## src/pss_pkg.sv

```systemverilog
// package for the port state standby control block
// assumes a single 100 MHz core clock and synchronous active-high reset
package pss_pkg;
  localparam int CLK_PERIOD_NS = 10;
  // entry lead: reset low this many system clocks before standby pin falls
  localparam int RES_LEAD_CYCLES = 10;
  // recovery lead time in ns and its cycle count (least time, rounded up)
  localparam int RECOV_LEAD_NS = 100;
  localparam int RECOV_LEAD_CYCLES = (RECOV_LEAD_NS + CLK_PERIOD_NS - 1) / CLK_PERIOD_NS;
  // axi4-lite register map (byte addresses)
  localparam logic [7:0] ADDR_CTRL = 8'h00;
  localparam logic [7:0] ADDR_DIR = 8'h04;
  localparam logic [7:0] ADDR_DATA = 8'h08;
  localparam logic [7:0] ADDR_PULL = 8'h0C;
  localparam logic [7:0] ADDR_STAT = 8'h10;
  localparam logic [7:0] ADDR_ADDR = 8'h14;
  // control register fields
  localparam int CTRL_MODE_LSB = 0;
  localparam int CTRL_SLEEP_BIT = 2;
  localparam int CTRL_SSBY_BIT = 3;
  localparam int CTRL_RAM_ENABLE_BIT_BIT = 4;
  localparam logic [31:0] CTRL_RESET = 32'h0000_0013;
  localparam logic [1:0] RESP_OKAY = 2'h0;
  localparam logic [1:0] RESP_SLVERR = 2'h2;
  typedef enum logic [1:0] {PSS_MODE_X1, PSS_MODE_X2, PSS_MODE_SINGLE} pss_mode_e;
  typedef enum {PSS_RESET, PSS_HWSTBY, PSS_SWSTBY, PSS_SLEEP, PSS_RUN} pss_state_e;
endpackage

```

## src/pss_pin_cell.sv

```systemverilog
// one general port pin cell: direction, output latch, pull-up and hold
// assumes state codes from the top; all inputs on core_clk_in
module pss_pin_cell (
  // clock and reset
  input wire logic core_clk_in,
  input wire logic rst_in,
  // control
  input wire logic dir_in,
  input wire logic port_output_latch_in,
  input wire logic pullup_control_bit_in,
  input wire logic hold_in,
  input wire logic float_in,
  // pin
  output logic pin_out,
  output logic pin_oe_out,
  output logic pullup_on_out
);
  logic held_lvl_q;
  logic held_dir_q;
  always_ff @(posedge core_clk_in) begin
    if (rst_in) begin
      held_lvl_q <= 1'b0;
      held_dir_q <= 1'b0;
    end else if (!hold_in) begin
      held_lvl_q <= port_output_latch_in;
      held_dir_q <= dir_in;
    end
  end
  always_comb begin
    if (float_in) begin
      pin_oe_out = 1'b0;
      pin_out = 1'b0;
      pullup_on_out = 1'b0;
    end else if (hold_in) begin
      pin_oe_out = held_dir_q;
      pin_out = held_lvl_q;
      pullup_on_out = !held_dir_q && pullup_control_bit_in;
    end else begin
      pin_oe_out = dir_in;
      pin_out = port_output_latch_in;
      pullup_on_out = !dir_in && pullup_control_bit_in;
    end
  end
endmodule // pss_pin_cell

```

## src/pss_top.sv

```systemverilog
// port state control across reset, hardware/software standby, sleep and run
// assumes an axi4-lite master on core_clk_in; reset/standby pins are asynchronous
// What this block does
// - a held input pin floats, keeping its pull-up when direction is 0 and pull-up bit 1.
// - a held output pin keeps driving the level it had before low power was entered.
// - in sleep the address pins keep showing the last accessed address, except in single-chip mode, where they are not driven.
// - software standby resets shared peripherals while port pins keep the direction and level held at entry.
//
// Added by the designer: the AXI4-Lite slave port and the placing of the registers.
module pss_top #(
  parameter int PORT_W = 8,
  parameter int ADDR_W = 16
) (
  // clock and reset
  input wire logic core_clk_in,
  input wire logic rst_in,
  // external reset and standby pins
  input wire logic chip_clear_n_in,
  input wire logic standby_pin_n_in,
  // address of the most recent bus access
  input wire logic [ADDR_W-1:0] bus_addr_in,
  input wire logic bus_access_in,
  // axi4-lite
  input wire logic [7:0] s_awaddr_in,
  input wire logic s_awvalid_in,
  output logic s_awready_out,
  input wire logic [31:0] s_wdata_in,
  input wire logic [3:0] s_wstrb_in,
  input wire logic s_wvalid_in,
  output logic s_wready_out,
  output logic [1:0] s_bresp_out,
  output logic s_bvalid_out,
  input wire logic s_bready_in,
  input wire logic [7:0] s_araddr_in,
  input wire logic s_arvalid_in,
  output logic s_arready_out,
  output logic [31:0] s_rdata_out,
  output logic [1:0] s_rresp_out,
  output logic s_rvalid_out,
  input wire logic s_rready_in,
  // pins
  output logic [PORT_W-1:0] gp_pin_out,
  output logic [PORT_W-1:0] gp_pin_oe_out,
  output logic [PORT_W-1:0] gp_pullup_out,
  output logic [ADDR_W-1:0] addr_pin_out,
  output logic addr_pin_oe_out,
  output logic sysclk_pin_out,
  output logic sysclk_pin_oe_out,
  output logic periph_reset_out,
  output logic hw_standby_out,
  output logic seq_violation_out
);
  import pss_pkg::*;

  logic res_s1_q, res_s2_q, stb_s1_q, stb_s2_q, stb_s3_q;
  logic [31:0] system_control_register_q;
  logic [PORT_W-1:0] dir_q, port_output_latch_q, pullup_control_bit_q;
  logic [ADDR_W-1:0] last_addr_q;
  pss_state_e state_q, state_d;
  logic [7:0] res_lead_q;
  logic aw_have_q, w_have_q;
  logic [7:0] aw_addr_q;
  logic [31:0] w_data_q;
  logic [3:0] w_strb_q;
  logic viol_q;
  logic clk_div_q;

  // double flop the asynchronous pins
  always_ff @(posedge core_clk_in) begin
    if (rst_in) begin
      res_s1_q <= 1'b1;
      res_s2_q <= 1'b1;
      stb_s1_q <= 1'b1;
      stb_s2_q <= 1'b1;
      stb_s3_q <= 1'b1;
    end else begin
      res_s1_q <= chip_clear_n_in;
      res_s2_q <= res_s1_q;
      stb_s1_q <= standby_pin_n_in;
      stb_s2_q <= stb_s1_q;
      // edge found behind the second flop; the first may still be settling
      stb_s3_q <= stb_s2_q;
    end
  end

  function automatic logic [31:0] wmerge(input logic [31:0] old, input logic [31:0] nw,
                                         input logic [3:0] strb);
    logic [31:0] r;
    r = old;
    for (int i = 0; i < 4; i++) begin
      if (strb[i]) r[i*8 +: 8] = nw[i*8 +: 8];
    end
    return r;
  endfunction

  logic wr_fire;
  assign wr_fire = aw_have_q && w_have_q && !s_bvalid_out;
  logic mode_ext;
  assign mode_ext = system_control_register_q[CTRL_MODE_LSB +: 2] != PSS_MODE_SINGLE;

  // write channel: address and data taken in either order
  always_ff @(posedge core_clk_in) begin
    if (rst_in) begin
      aw_have_q <= 1'b0;
      w_have_q <= 1'b0;
      aw_addr_q <= 8'h00;
      w_data_q <= 32'h0000_0000;
      w_strb_q <= 4'h0;
      s_bvalid_out <= 1'b0;
      s_bresp_out <= RESP_OKAY;
    end else begin
      if (s_awvalid_in && s_awready_out) begin
        aw_have_q <= 1'b1;
        aw_addr_q <= s_awaddr_in;
      end
      if (s_wvalid_in && s_wready_out) begin
        w_have_q <= 1'b1;
        w_data_q <= s_wdata_in;
        w_strb_q <= s_wstrb_in;
      end
      if (wr_fire) begin
        aw_have_q <= 1'b0;
        w_have_q <= 1'b0;
        s_bvalid_out <= 1'b1;
        s_bresp_out <= (aw_addr_q <= ADDR_PULL && aw_addr_q[1:0] == 2'h0) ? RESP_OKAY
                                                                         : RESP_SLVERR;
      end else if (s_bvalid_out && s_bready_in) begin
        s_bvalid_out <= 1'b0;
      end
    end
  end
  assign s_awready_out = !aw_have_q && !s_bvalid_out;
  assign s_wready_out = !w_have_q && !s_bvalid_out;

  // software-written registers
  always_ff @(posedge core_clk_in) begin
    if (rst_in) begin
      system_control_register_q <= CTRL_RESET;
      dir_q <= '0;
      port_output_latch_q <= '0;
      pullup_control_bit_q <= '0;
    end else if (wr_fire) begin
      case (aw_addr_q)
        ADDR_CTRL: system_control_register_q <= wmerge(system_control_register_q, w_data_q,
                                                       w_strb_q);
        ADDR_DIR: dir_q <= PORT_W'(w_data_q);
        ADDR_DATA: port_output_latch_q <= PORT_W'(w_data_q);
        ADDR_PULL: pullup_control_bit_q <= PORT_W'(w_data_q);
        default: ;
      endcase
    end else if (state_q == PSS_SWSTBY) begin
      // wake from software standby is by software clearing the request
      system_control_register_q[CTRL_SLEEP_BIT] <= 1'b0;
    end
  end

  // read channel
  always_ff @(posedge core_clk_in) begin
    if (rst_in) begin
      s_rvalid_out <= 1'b0;
      s_rdata_out <= 32'h0000_0000;
      s_rresp_out <= RESP_OKAY;
    end else if (s_arvalid_in && s_arready_out) begin
      s_rvalid_out <= 1'b1;
      s_rresp_out <= RESP_OKAY;
      case (s_araddr_in)
        ADDR_CTRL: s_rdata_out <= system_control_register_q;
        ADDR_DIR: s_rdata_out <= 32'(dir_q);
        ADDR_DATA: s_rdata_out <= 32'(port_output_latch_q);
        ADDR_PULL: s_rdata_out <= 32'(pullup_control_bit_q);
        ADDR_STAT: s_rdata_out <= {28'h0, viol_q, 3'(state_q)};
        ADDR_ADDR: s_rdata_out <= 32'(last_addr_q);
        default: begin
          s_rdata_out <= 32'h0000_0000;
          s_rresp_out <= RESP_SLVERR;
        end
      endcase
    end else if (s_rvalid_out && s_rready_in) begin
      s_rvalid_out <= 1'b0;
    end
  end
  assign s_arready_out = !s_rvalid_out;

  // processing state
  always_comb begin
    state_d = state_q;
    case (state_q)
      PSS_HWSTBY: if (stb_s2_q) state_d = PSS_RESET;
      PSS_RESET: if (res_s2_q) state_d = PSS_RUN;
      PSS_SWSTBY: if (!system_control_register_q[CTRL_SSBY_BIT]) state_d = PSS_RUN;
      PSS_SLEEP: if (!system_control_register_q[CTRL_SLEEP_BIT]) state_d = PSS_RUN;
      PSS_RUN: begin
        if (system_control_register_q[CTRL_SSBY_BIT]) state_d = PSS_SWSTBY;
        else if (system_control_register_q[CTRL_SLEEP_BIT]) state_d = PSS_SLEEP;
      end
      default: state_d = PSS_RESET;
    endcase
    if (!stb_s2_q) state_d = PSS_HWSTBY;
    else if (!res_s2_q && state_q != PSS_HWSTBY) state_d = PSS_RESET;
  end
  always_ff @(posedge core_clk_in) begin
    if (rst_in) state_q <= PSS_RESET;
    else state_q <= state_d;
  end

  // count reset-low lead before standby falls or rises; flag short entry leads with ram kept, short recovery leads always
  always_ff @(posedge core_clk_in) begin
    if (rst_in) begin
      res_lead_q <= 8'h00;
      viol_q <= 1'b0;
    end else begin
      if (res_s2_q) res_lead_q <= 8'h00;
      else if (res_lead_q != 8'hFF) res_lead_q <= res_lead_q + 8'h01;
      if (stb_s3_q && !stb_s2_q && system_control_register_q[CTRL_RAM_ENABLE_BIT_BIT] &&
          res_lead_q < 8'(RES_LEAD_CYCLES)) viol_q <= 1'b1;
      if (!stb_s3_q && stb_s2_q && res_lead_q < 8'(RECOV_LEAD_CYCLES))
        viol_q <= 1'b1;
    end
  end

  // last address tracking, frozen while sleeping
  always_ff @(posedge core_clk_in) begin
    if (rst_in) last_addr_q <= '0;
    else if (bus_access_in && state_q == PSS_RUN) last_addr_q <= bus_addr_in;
  end

  // output pins, all registered
  logic hold, flt;
  logic [PORT_W-1:0] c_pin, c_oe, c_pu;
  assign hold = state_q == PSS_SLEEP || state_q == PSS_SWSTBY;
  assign flt = state_q == PSS_HWSTBY || state_q == PSS_RESET;

  for (genvar g = 0; g < PORT_W; g++) begin : g_pin
    pss_pin_cell u_cell (
      .core_clk_in(core_clk_in),
      .rst_in(rst_in),
      .dir_in(dir_q[g]),
      .port_output_latch_in(port_output_latch_q[g]),
      .pullup_control_bit_in(pullup_control_bit_q[g]),
      .hold_in(hold),
      .float_in(flt),
      .pin_out(c_pin[g]),
      .pin_oe_out(c_oe[g]),
      .pullup_on_out(c_pu[g])
    );
  end

  always_ff @(posedge core_clk_in) begin
    if (rst_in) begin
      gp_pin_out <= '0;
      gp_pin_oe_out <= '0;
      gp_pullup_out <= '0;
      addr_pin_out <= '0;
      addr_pin_oe_out <= 1'b0;
      periph_reset_out <= 1'b1;
      hw_standby_out <= 1'b0;
      seq_violation_out <= 1'b0;
    end else begin
      gp_pin_out <= c_pin;
      gp_pin_oe_out <= c_oe;
      gp_pullup_out <= c_pu;
      addr_pin_out <= last_addr_q;
      addr_pin_oe_out <= mode_ext && (state_q == PSS_RUN || state_q == PSS_SLEEP);
      // peripherals cleared in reset, hardware standby and software standby
      periph_reset_out <= flt || state_q == PSS_SWSTBY;
      hw_standby_out <= state_q == PSS_HWSTBY;
      seq_violation_out <= viol_q;
    end
  end

  // clock pin: half rate divider, high in software standby
  always_ff @(posedge core_clk_in) begin
    if (rst_in) begin
      clk_div_q <= 1'b0;
      sysclk_pin_out <= 1'b0;
      sysclk_pin_oe_out <= 1'b0;
    end else begin
      clk_div_q <= !clk_div_q;
      sysclk_pin_out <= (state_q == PSS_SWSTBY) ? 1'b1 : clk_div_q;
      sysclk_pin_oe_out <= state_q != PSS_HWSTBY && (mode_ext || dir_q[0]);
    end
  end

  addr_hold_a: assert property (@(posedge core_clk_in) disable iff (rst_in)
    state_q == PSS_SLEEP && $past(state_q) == PSS_SLEEP |-> $stable(last_addr_q))
    else $error("address changed in sleep");
  hw_float_a: assert property (@(posedge core_clk_in) disable iff (rst_in)
    $past(state_q) == PSS_HWSTBY && state_q == PSS_HWSTBY |-> gp_pin_oe_out == '0 &&
    !addr_pin_oe_out && !sysclk_pin_oe_out) else $error("pin driven in hw standby");
  sw_clk_high_a: assert property (@(posedge core_clk_in) disable iff (rst_in)
    state_q == PSS_SWSTBY |=> sysclk_pin_out) else $error("clock not high");
  sw_periph_rst_a: assert property (@(posedge core_clk_in) disable iff (rst_in)
    state_q == PSS_SWSTBY |=> periph_reset_out) else $error("periph not reset");
  held_level_a: assert property (@(posedge core_clk_in) disable iff (rst_in)
    state_q == PSS_SLEEP && $past(state_q) == PSS_SLEEP ##1 state_q == PSS_SLEEP
    |-> $stable(gp_pin_out)) else $error("held level moved");
  pullup_a: assert property (@(posedge core_clk_in) disable iff (rst_in)
    ##1 (gp_pullup_out & gp_pin_oe_out) == '0) else $error("pullup on output");
  stb_enter_a: assert property (@(posedge core_clk_in) disable iff (rst_in)
    !stb_s2_q |=> state_q == PSS_HWSTBY) else $error("standby not entered");
  lead_flag_a: assert property (@(posedge core_clk_in) disable iff (rst_in)
    viol_q |=> viol_q) else $error("violation flag dropped");
endmodule // pss_top

```

## config.mk

```make
export PLATFORM = sky130hd
export DESIGN_NAME = pss_top
export DESIGN_NICKNAME = d
export VERILOG_FILES = /design/src/pss_pkg.sv /design/src/pss_pin_cell.sv /design/src/pss_top.sv
export SDC_FILE = /design/constraint.sdc
export NUM_CORES = 1
export LEC_CHECK = 0
export ABC_AREA = 1
export BUFFER_PORTS_ARGS = -buffer_cell sky130_fd_sc_hd__buf_2
export CORE_MARGIN = 5
export CORE_UTILIZATION = 59
export DETAILED_ROUTE_END_ITERATION = 10
export PLACE_DENSITY_LB_ADDON = 0.15
export SLEW_MARGIN = 20
export SYNTH_ARGS = -nofsm -noshare
export SYNTH_HDL_FRONTEND = slang
export SYNTH_SLANG_ARGS = --single-unit
export TNS_END_PERCENT = 20
```

## constraint.sdc

```tcl
create_clock -name core_clk_in -period 4.55 [get_ports core_clk_in]
set_clock_uncertainty 0.05 [all_clocks]
set_input_delay 0 -clock core_clk_in [delete_from_list [all_inputs] [get_ports core_clk_in]]
set_output_delay 0 -clock core_clk_in [all_outputs]
set_load 0.02 [all_outputs]
```

Word-level counts from Yosys, hierarchy flattened
Cells that the tools add are included.
W data, S select, Z words.

storage, ports and cells
  input port bits = 78
  register bits after elaboration = 265
  output and inout bits = 87
  logic and storage cells = 221

cells by class
  bitwise gates (word level) = 1
  add/sub/neg operators = 1
  order comparisons = 2
  reduce and logical (&&, ||, !) cells = 88
  eq/ne operators = 28
  mux-type cells = 46

operator list
  cell                   number
  $pmux W32 S6           1
  $mux W32               5
  $pmux W32 S4           1
  $eq A32 B2 Y1 const B  3
  $eq A32 B3 Y1 const B  3
  $logic_not A32 Y1      2
  $logic_and A1 B1 Y1    35
  $mux W1                35
  $eq A32 B4 Y1 const B  1
  $eq A8 B4 Y1 const B   4
  $ne A32 B2 Y1 const B  1
  $logic_not A1 Y1       24
  $eq A8 B3 Y1 const B   2
  $eq A8 B5 Y1 const B   2
  $logic_not A8 Y1       2
  $reduce_and A3 Y1      5
  $ne A4 B4 Y1 const B   3
  $ne A2 B2 Y1 const B   5
  $add A8 B1 Y8 const B  1
  $le A8 B4 Y1 const B   1
  $lt A8 B4 Y1 const B   1
  $ne A8 B8 Y1 const B   1
  $reduce_and A4 Y1      2
  $reduce_bool A2 Y1     4
  12 further kinds       22

Logic depth before layout (Yosys ltp)
  word-level depth = 6
  gate-level depth with buffers = 10
  mapped depth without buffers = 9

Cells and area by module
A second synthesis with hierarchy kept.

unflattened totals
  cells, all modules = 1205
  area, all modules = 8944.8 um^2

modules (own cells, without submodules)
  module        times used  sequential area each (um^2)  cells each  area each (um^2)
  pss_top       1           4364.2                       1021        7993.9
  pss_pin_cell  8           40.0                         23          118.9

Least setup slack after synthesis
Ideal clock, no wire load.

  path kind = reg-to-reg
  start = register s_bvalid_out
  end = register w_data_q[30]
  setup time = 65 ps
  path buffers = 2
  required time = 4435 ps
  arrival = 1578 ps
  setup slack = 2857 ps
  period minus slack after synthesis = 1693 ps
  stages on the path, launching flop included = 8
  cells stage by stage = dfxtp_1 -> nor2_1 -> nand2_1 -> inv_1 -> buf_2 -> buf_2 -> nor2_1 -> nor2_1

on the way
  word-level cells in the longest chain between the ends = 3

RTL lines
  what                    line            text
  from (decl)             pss_top.sv:32   output logic s_bvalid_out,
  from (signal assigned)  pss_top.sv:109  s_bvalid_out <= 1'b0;
  from (signal assigned)  pss_top.sv:124  s_bvalid_out <= 1'b1;
  from (signal assigned)  pss_top.sv:128  s_bvalid_out <= 1'b0;
  $logic_not A1 Y1        pss_top.sv:133  assign s_wready_out = !w_have_q && !s_bvalid_out;
  $logic_and A1 B1 Y1     pss_top.sv:133
  via s_wready_out        pss_top.sv:30   output logic s_wready_out,
  $logic_and A1 B1 Y1     pss_top.sv:116  if (s_wvalid_in && s_wready_out) begin
  to (signal assigned)    pss_top.sv:118  w_data_q <= s_wdata_in;
  to (decl)               pss_top.sv:63   logic [31:0] w_data_q;

The timed path passes the listed nets, and every way through them passes these cells.
A chain may end at the register's enable or synchronous reset.

Worst setup path in the final report
  start = register s_rvalid_out
  end = register s_rresp_out[1]

on the way
  word-level cells in the longest chain between the ends = 2

RTL lines
  what                    line            text
  from (decl)             pss_top.sv:39   output logic s_rvalid_out,
  from (signal assigned)  pss_top.sv:160  s_rvalid_out <= 1'b0;
  from (signal assigned)  pss_top.sv:164  s_rvalid_out <= 1'b1;
  from (signal assigned)  pss_top.sv:179  s_rvalid_out <= 1'b0;
  $logic_not A1 Y1        pss_top.sv:182  assign s_arready_out = !s_rvalid_out;
  $logic_and A1 B1 Y1     pss_top.sv:163  end else if (s_arvalid_in && s_arready_out) begin
  to (signal assigned)    pss_top.sv:162  s_rresp_out <= RESP_OKAY;
  to (signal assigned)    pss_top.sv:165  s_rresp_out <= RESP_OKAY;
  to (signal assigned)    pss_top.sv:175  s_rresp_out <= RESP_SLVERR;
  to (decl)               pss_top.sv:38   output logic [1:0] s_rresp_out,

No other way between the ends.

==> run summary <==
Max incr delay on CP = 580 ps
Pin count of the biggest net entering global routing = 83
Placement Cell Area = 0.00934 mm²
CP Cell Sequence = inv_1 > nand2_1 > inv_1 > buf_4 > o21ai_0 > a31oi_1 > dlygate4sd3_1
Period utilization = 59.8%
Io pins = 165
Req. time, crit path = 4940 ps
Layout area overhead = 26.7%
Router iterations before antenna repair = 5
Worst Hold Class = in2reg
Final GP Congestion = 0.951
Hold buffer count at cts = 70
Yosys warns = 0
Post-synth ARST share = 0%
DRC viols = 0
Layout Cell Area excl Fill = 0.0108 mm²
Post CTS Setup Buffer Count = 0
Nets = 1373
GR Util met3 = 5.08%
R2R Path Start = s_rvalid_out
Worst reg-to-reg path cell count = 7
Layout cell share with drive strength beyond 1 = 16.6%
GRT Resource Usage Total = 26.4%
Clk_lat worst skew = 500 ps
Max Fclk = 368 MHz
Row cnt = 43
Fill cell count = 1054
Distinct cells, synth = 32
Die width = 130 µm
Yosys reg bits = 234
H-tree Lvls = 1
Die height = 130 µm
Fin. Hold Viols = 0
Hold path startpoint = s_wvalid_in
Delay-heaviest family, CP = buffers and inverters
WHS Endpoint = w_strb_q[3]
Number of global-route vias before repair = 7437
Initial drt markers = 590
Die Area = 0.0169 mm²
Max Slew Vio Count = 0
IO Port Bufs = 162
Initial Util = 60.8%
Outcome = complete, no violations
Crit path arrival time = 3110 ps
Worst reg2reg endpoint = s_rresp_out[1]
CTS root buffer = clkbuf_16
Critical Path Fanout Max = 43
Cell mode on critical path = inv_1
Sequential element share of the synthesized area = 55.1%
Tmin final = 2720 ps
CTS sink count = 234
Met1 Use GR = 34.4%
Post-DP HPWL = 14400 µm
First-pass GRT wire length = 36400 µm
Slew at the pin with the worst max-slew slack = 1020 ps
Worst Setup Path Type = reg2reg
Routed Antenna Nets = 0
Synthesized area per cell = 7.83 µm²
Cell area after synthesis = 0.00851 mm²
Dominant synthesized flop cell = dfxtp_1
CTS Buffer Depth = 3
Setup TNS = 0 ps
Power Dens Cells = 426 mW/mm²
Initial antenna violation count = 0
WL final = 22900 µm
CTS resizes = 0
Syn Inst Count = 1087
CP max stage cell = dlygate4sd3_1
Startpoint types = flip-flop
Via count = 8051
Max_cap viols = 0
CP bufs+invs = 4
CTS tree = done
Core Region = 0.0140 mm²
Max rail drop VDD = 0.281 mV
Final setup vio count = 0
Relative max-transition margin = 32.1%
Met2 Use GR = 43.6%
Static power due to leakage = 4.62 nW
CTS clk-pin slew, worst paths = 60 ps
GR peak layer = met2
Num CTS Buffers = 23
Hold path depth = 4
Vias/cell = 5.40
Avg WL per Cell = 15.4 µm
Post-synth EDFFs = 0
Worst Setup End Kind = flip-flop
Congestion Overflow GR = 0
Register-to-Register Setup Slack = 1830 ps
Unrepaired setup endpoints after global routing = false
per-layer routing:
metal  vias up  part of all wire [%]
met2       337                    47
met3        64                   7.6
li1       3955                     -
met4         0                   3.7
met5         -                     0
met1      3695                    42
power by group:
| part | internal [mW] | switching, mW | leakage (nW) |
|---|---|---|---|
| registers | 2.17 | 0.0606 | 1.91 |
| logic | 0.187 | 0.354 | 2.35 |
| clock network | 1.07 | 0.751 | 0.361 |
| total | 3.43 | 1.17 | 4.62 |
area by class of cell:
| class | count | area, µm² | share of cell area, % |
|---|---|---|---|
| sequential | 234 | 4680 | 43.5 |
| multi-input combinational | 710 | 3250 | 30.2 |
| timing repair buffer | 238 | 1560 | 14.4 |
| clock buffer | 34 | 667 | 6.19 |
| inverter | 87 | 327 | 3.03 |
| tap | 180 | 225 | 2.09 |
| clock inverter | 6 | 62.6 | 0.581 |
| antenna | 1 | 2.50 | 0.0232 |
logic make-up after synthesis:
logic type	synth area share (%)
AOI/OAI and AO/OA	16.6
xor gates and xnor gates	0.103
adders and majority gates	0.147
buffers and inverters	6.80
DFF	55.1
other	0.0441
and+or+nand+nor	21.2
worst min-delay path, stage by stage:
cell and delay [ps]:
buf_2 80, nand2_1 50, buf_4 250, a21oi_1 170
Yosys cell counts, types with 3 or more instances:
master / instances / area, µm²
a211oi_1: 3 / 22.5
a21oi_1: 122 / 611
buf_1: 5 / 18.8
buf_2: 12 / 60.1
clkbuf_1: 36 / 135
dfxtp_1: 234 / 4680
inv_1: 86 / 323
nand2_1: 164 / 616
nand3_1: 59 / 295
nand4_1: 10 / 62.6
nor2_1: 171 / 642
nor2_4: 3 / 33.8
nor3_1: 8 / 40.0
o211ai_1: 4 / 30.0
o21ai_0: 143 / 716
or2_2: 5 / 31.3
placed cells by master (no fill, tap or decap), types with 2 or more instances in the layout:
cell / count
or2_2: 5
dlygate4sd3_1: 70
nor2_4: 3
a31oi_1: 2
nor2_1: 170
o21a_1: 2
clkinv_2: 3
inv_1: 86
clkbuf_1: 6
buf_4: 6
o211ai_1: 4
nor2_2: 3
nand4_1: 10
a211oi_1: 3
clkbuf_8: 5
conb_1: 2
o21ai_0: 143
nand3_1: 59
nand2_1: 164
nor3_1: 8
and3_1: 2
clkbuf_16: 23
dfxtp_1: 234
a21oi_1: 122
buf_2: 162
worst max path at each step:
stage,cells after the start,slack (ps),to,from
finish,7,1830,s_rresp_out[1],s_rvalid_out
global route,7,1710,s_rresp_out[1],s_rvalid_out
CTS,7,1950,s_rresp_out[1],s_rvalid_out
detailed placement,9,2470,state_q[1],state_q[2]
global placement,9,2520,state_q[1],state_q[2]
floorplan,7,2860,w_data_q[30],s_bvalid_out
stage by stage:
stage	hold WS [ps]	total power [mW]	instances	utilization [%]	setup WS, ps
floorplan	53.8	2.59	1088	-	2860
global placement	160	2.74	1379	66.8	2520
detailed placement	154	2.75	1379	66.8	2470
CTS	13.1	4.60	1489	77.0	1950
global route	63.6	4.77	1489	77.0	1710
finish	47.8	4.59	1490	77.0	1830
sequential cells by signal (all words and copies together) (netlist names), 16 cells and up:
name                       cells
system_control_register_q     32
s_rdata_out                   32
w_data_q                      32
addr_pin_out                  16
last_addr_q                   16
Power figures use the tool's default switching activity.
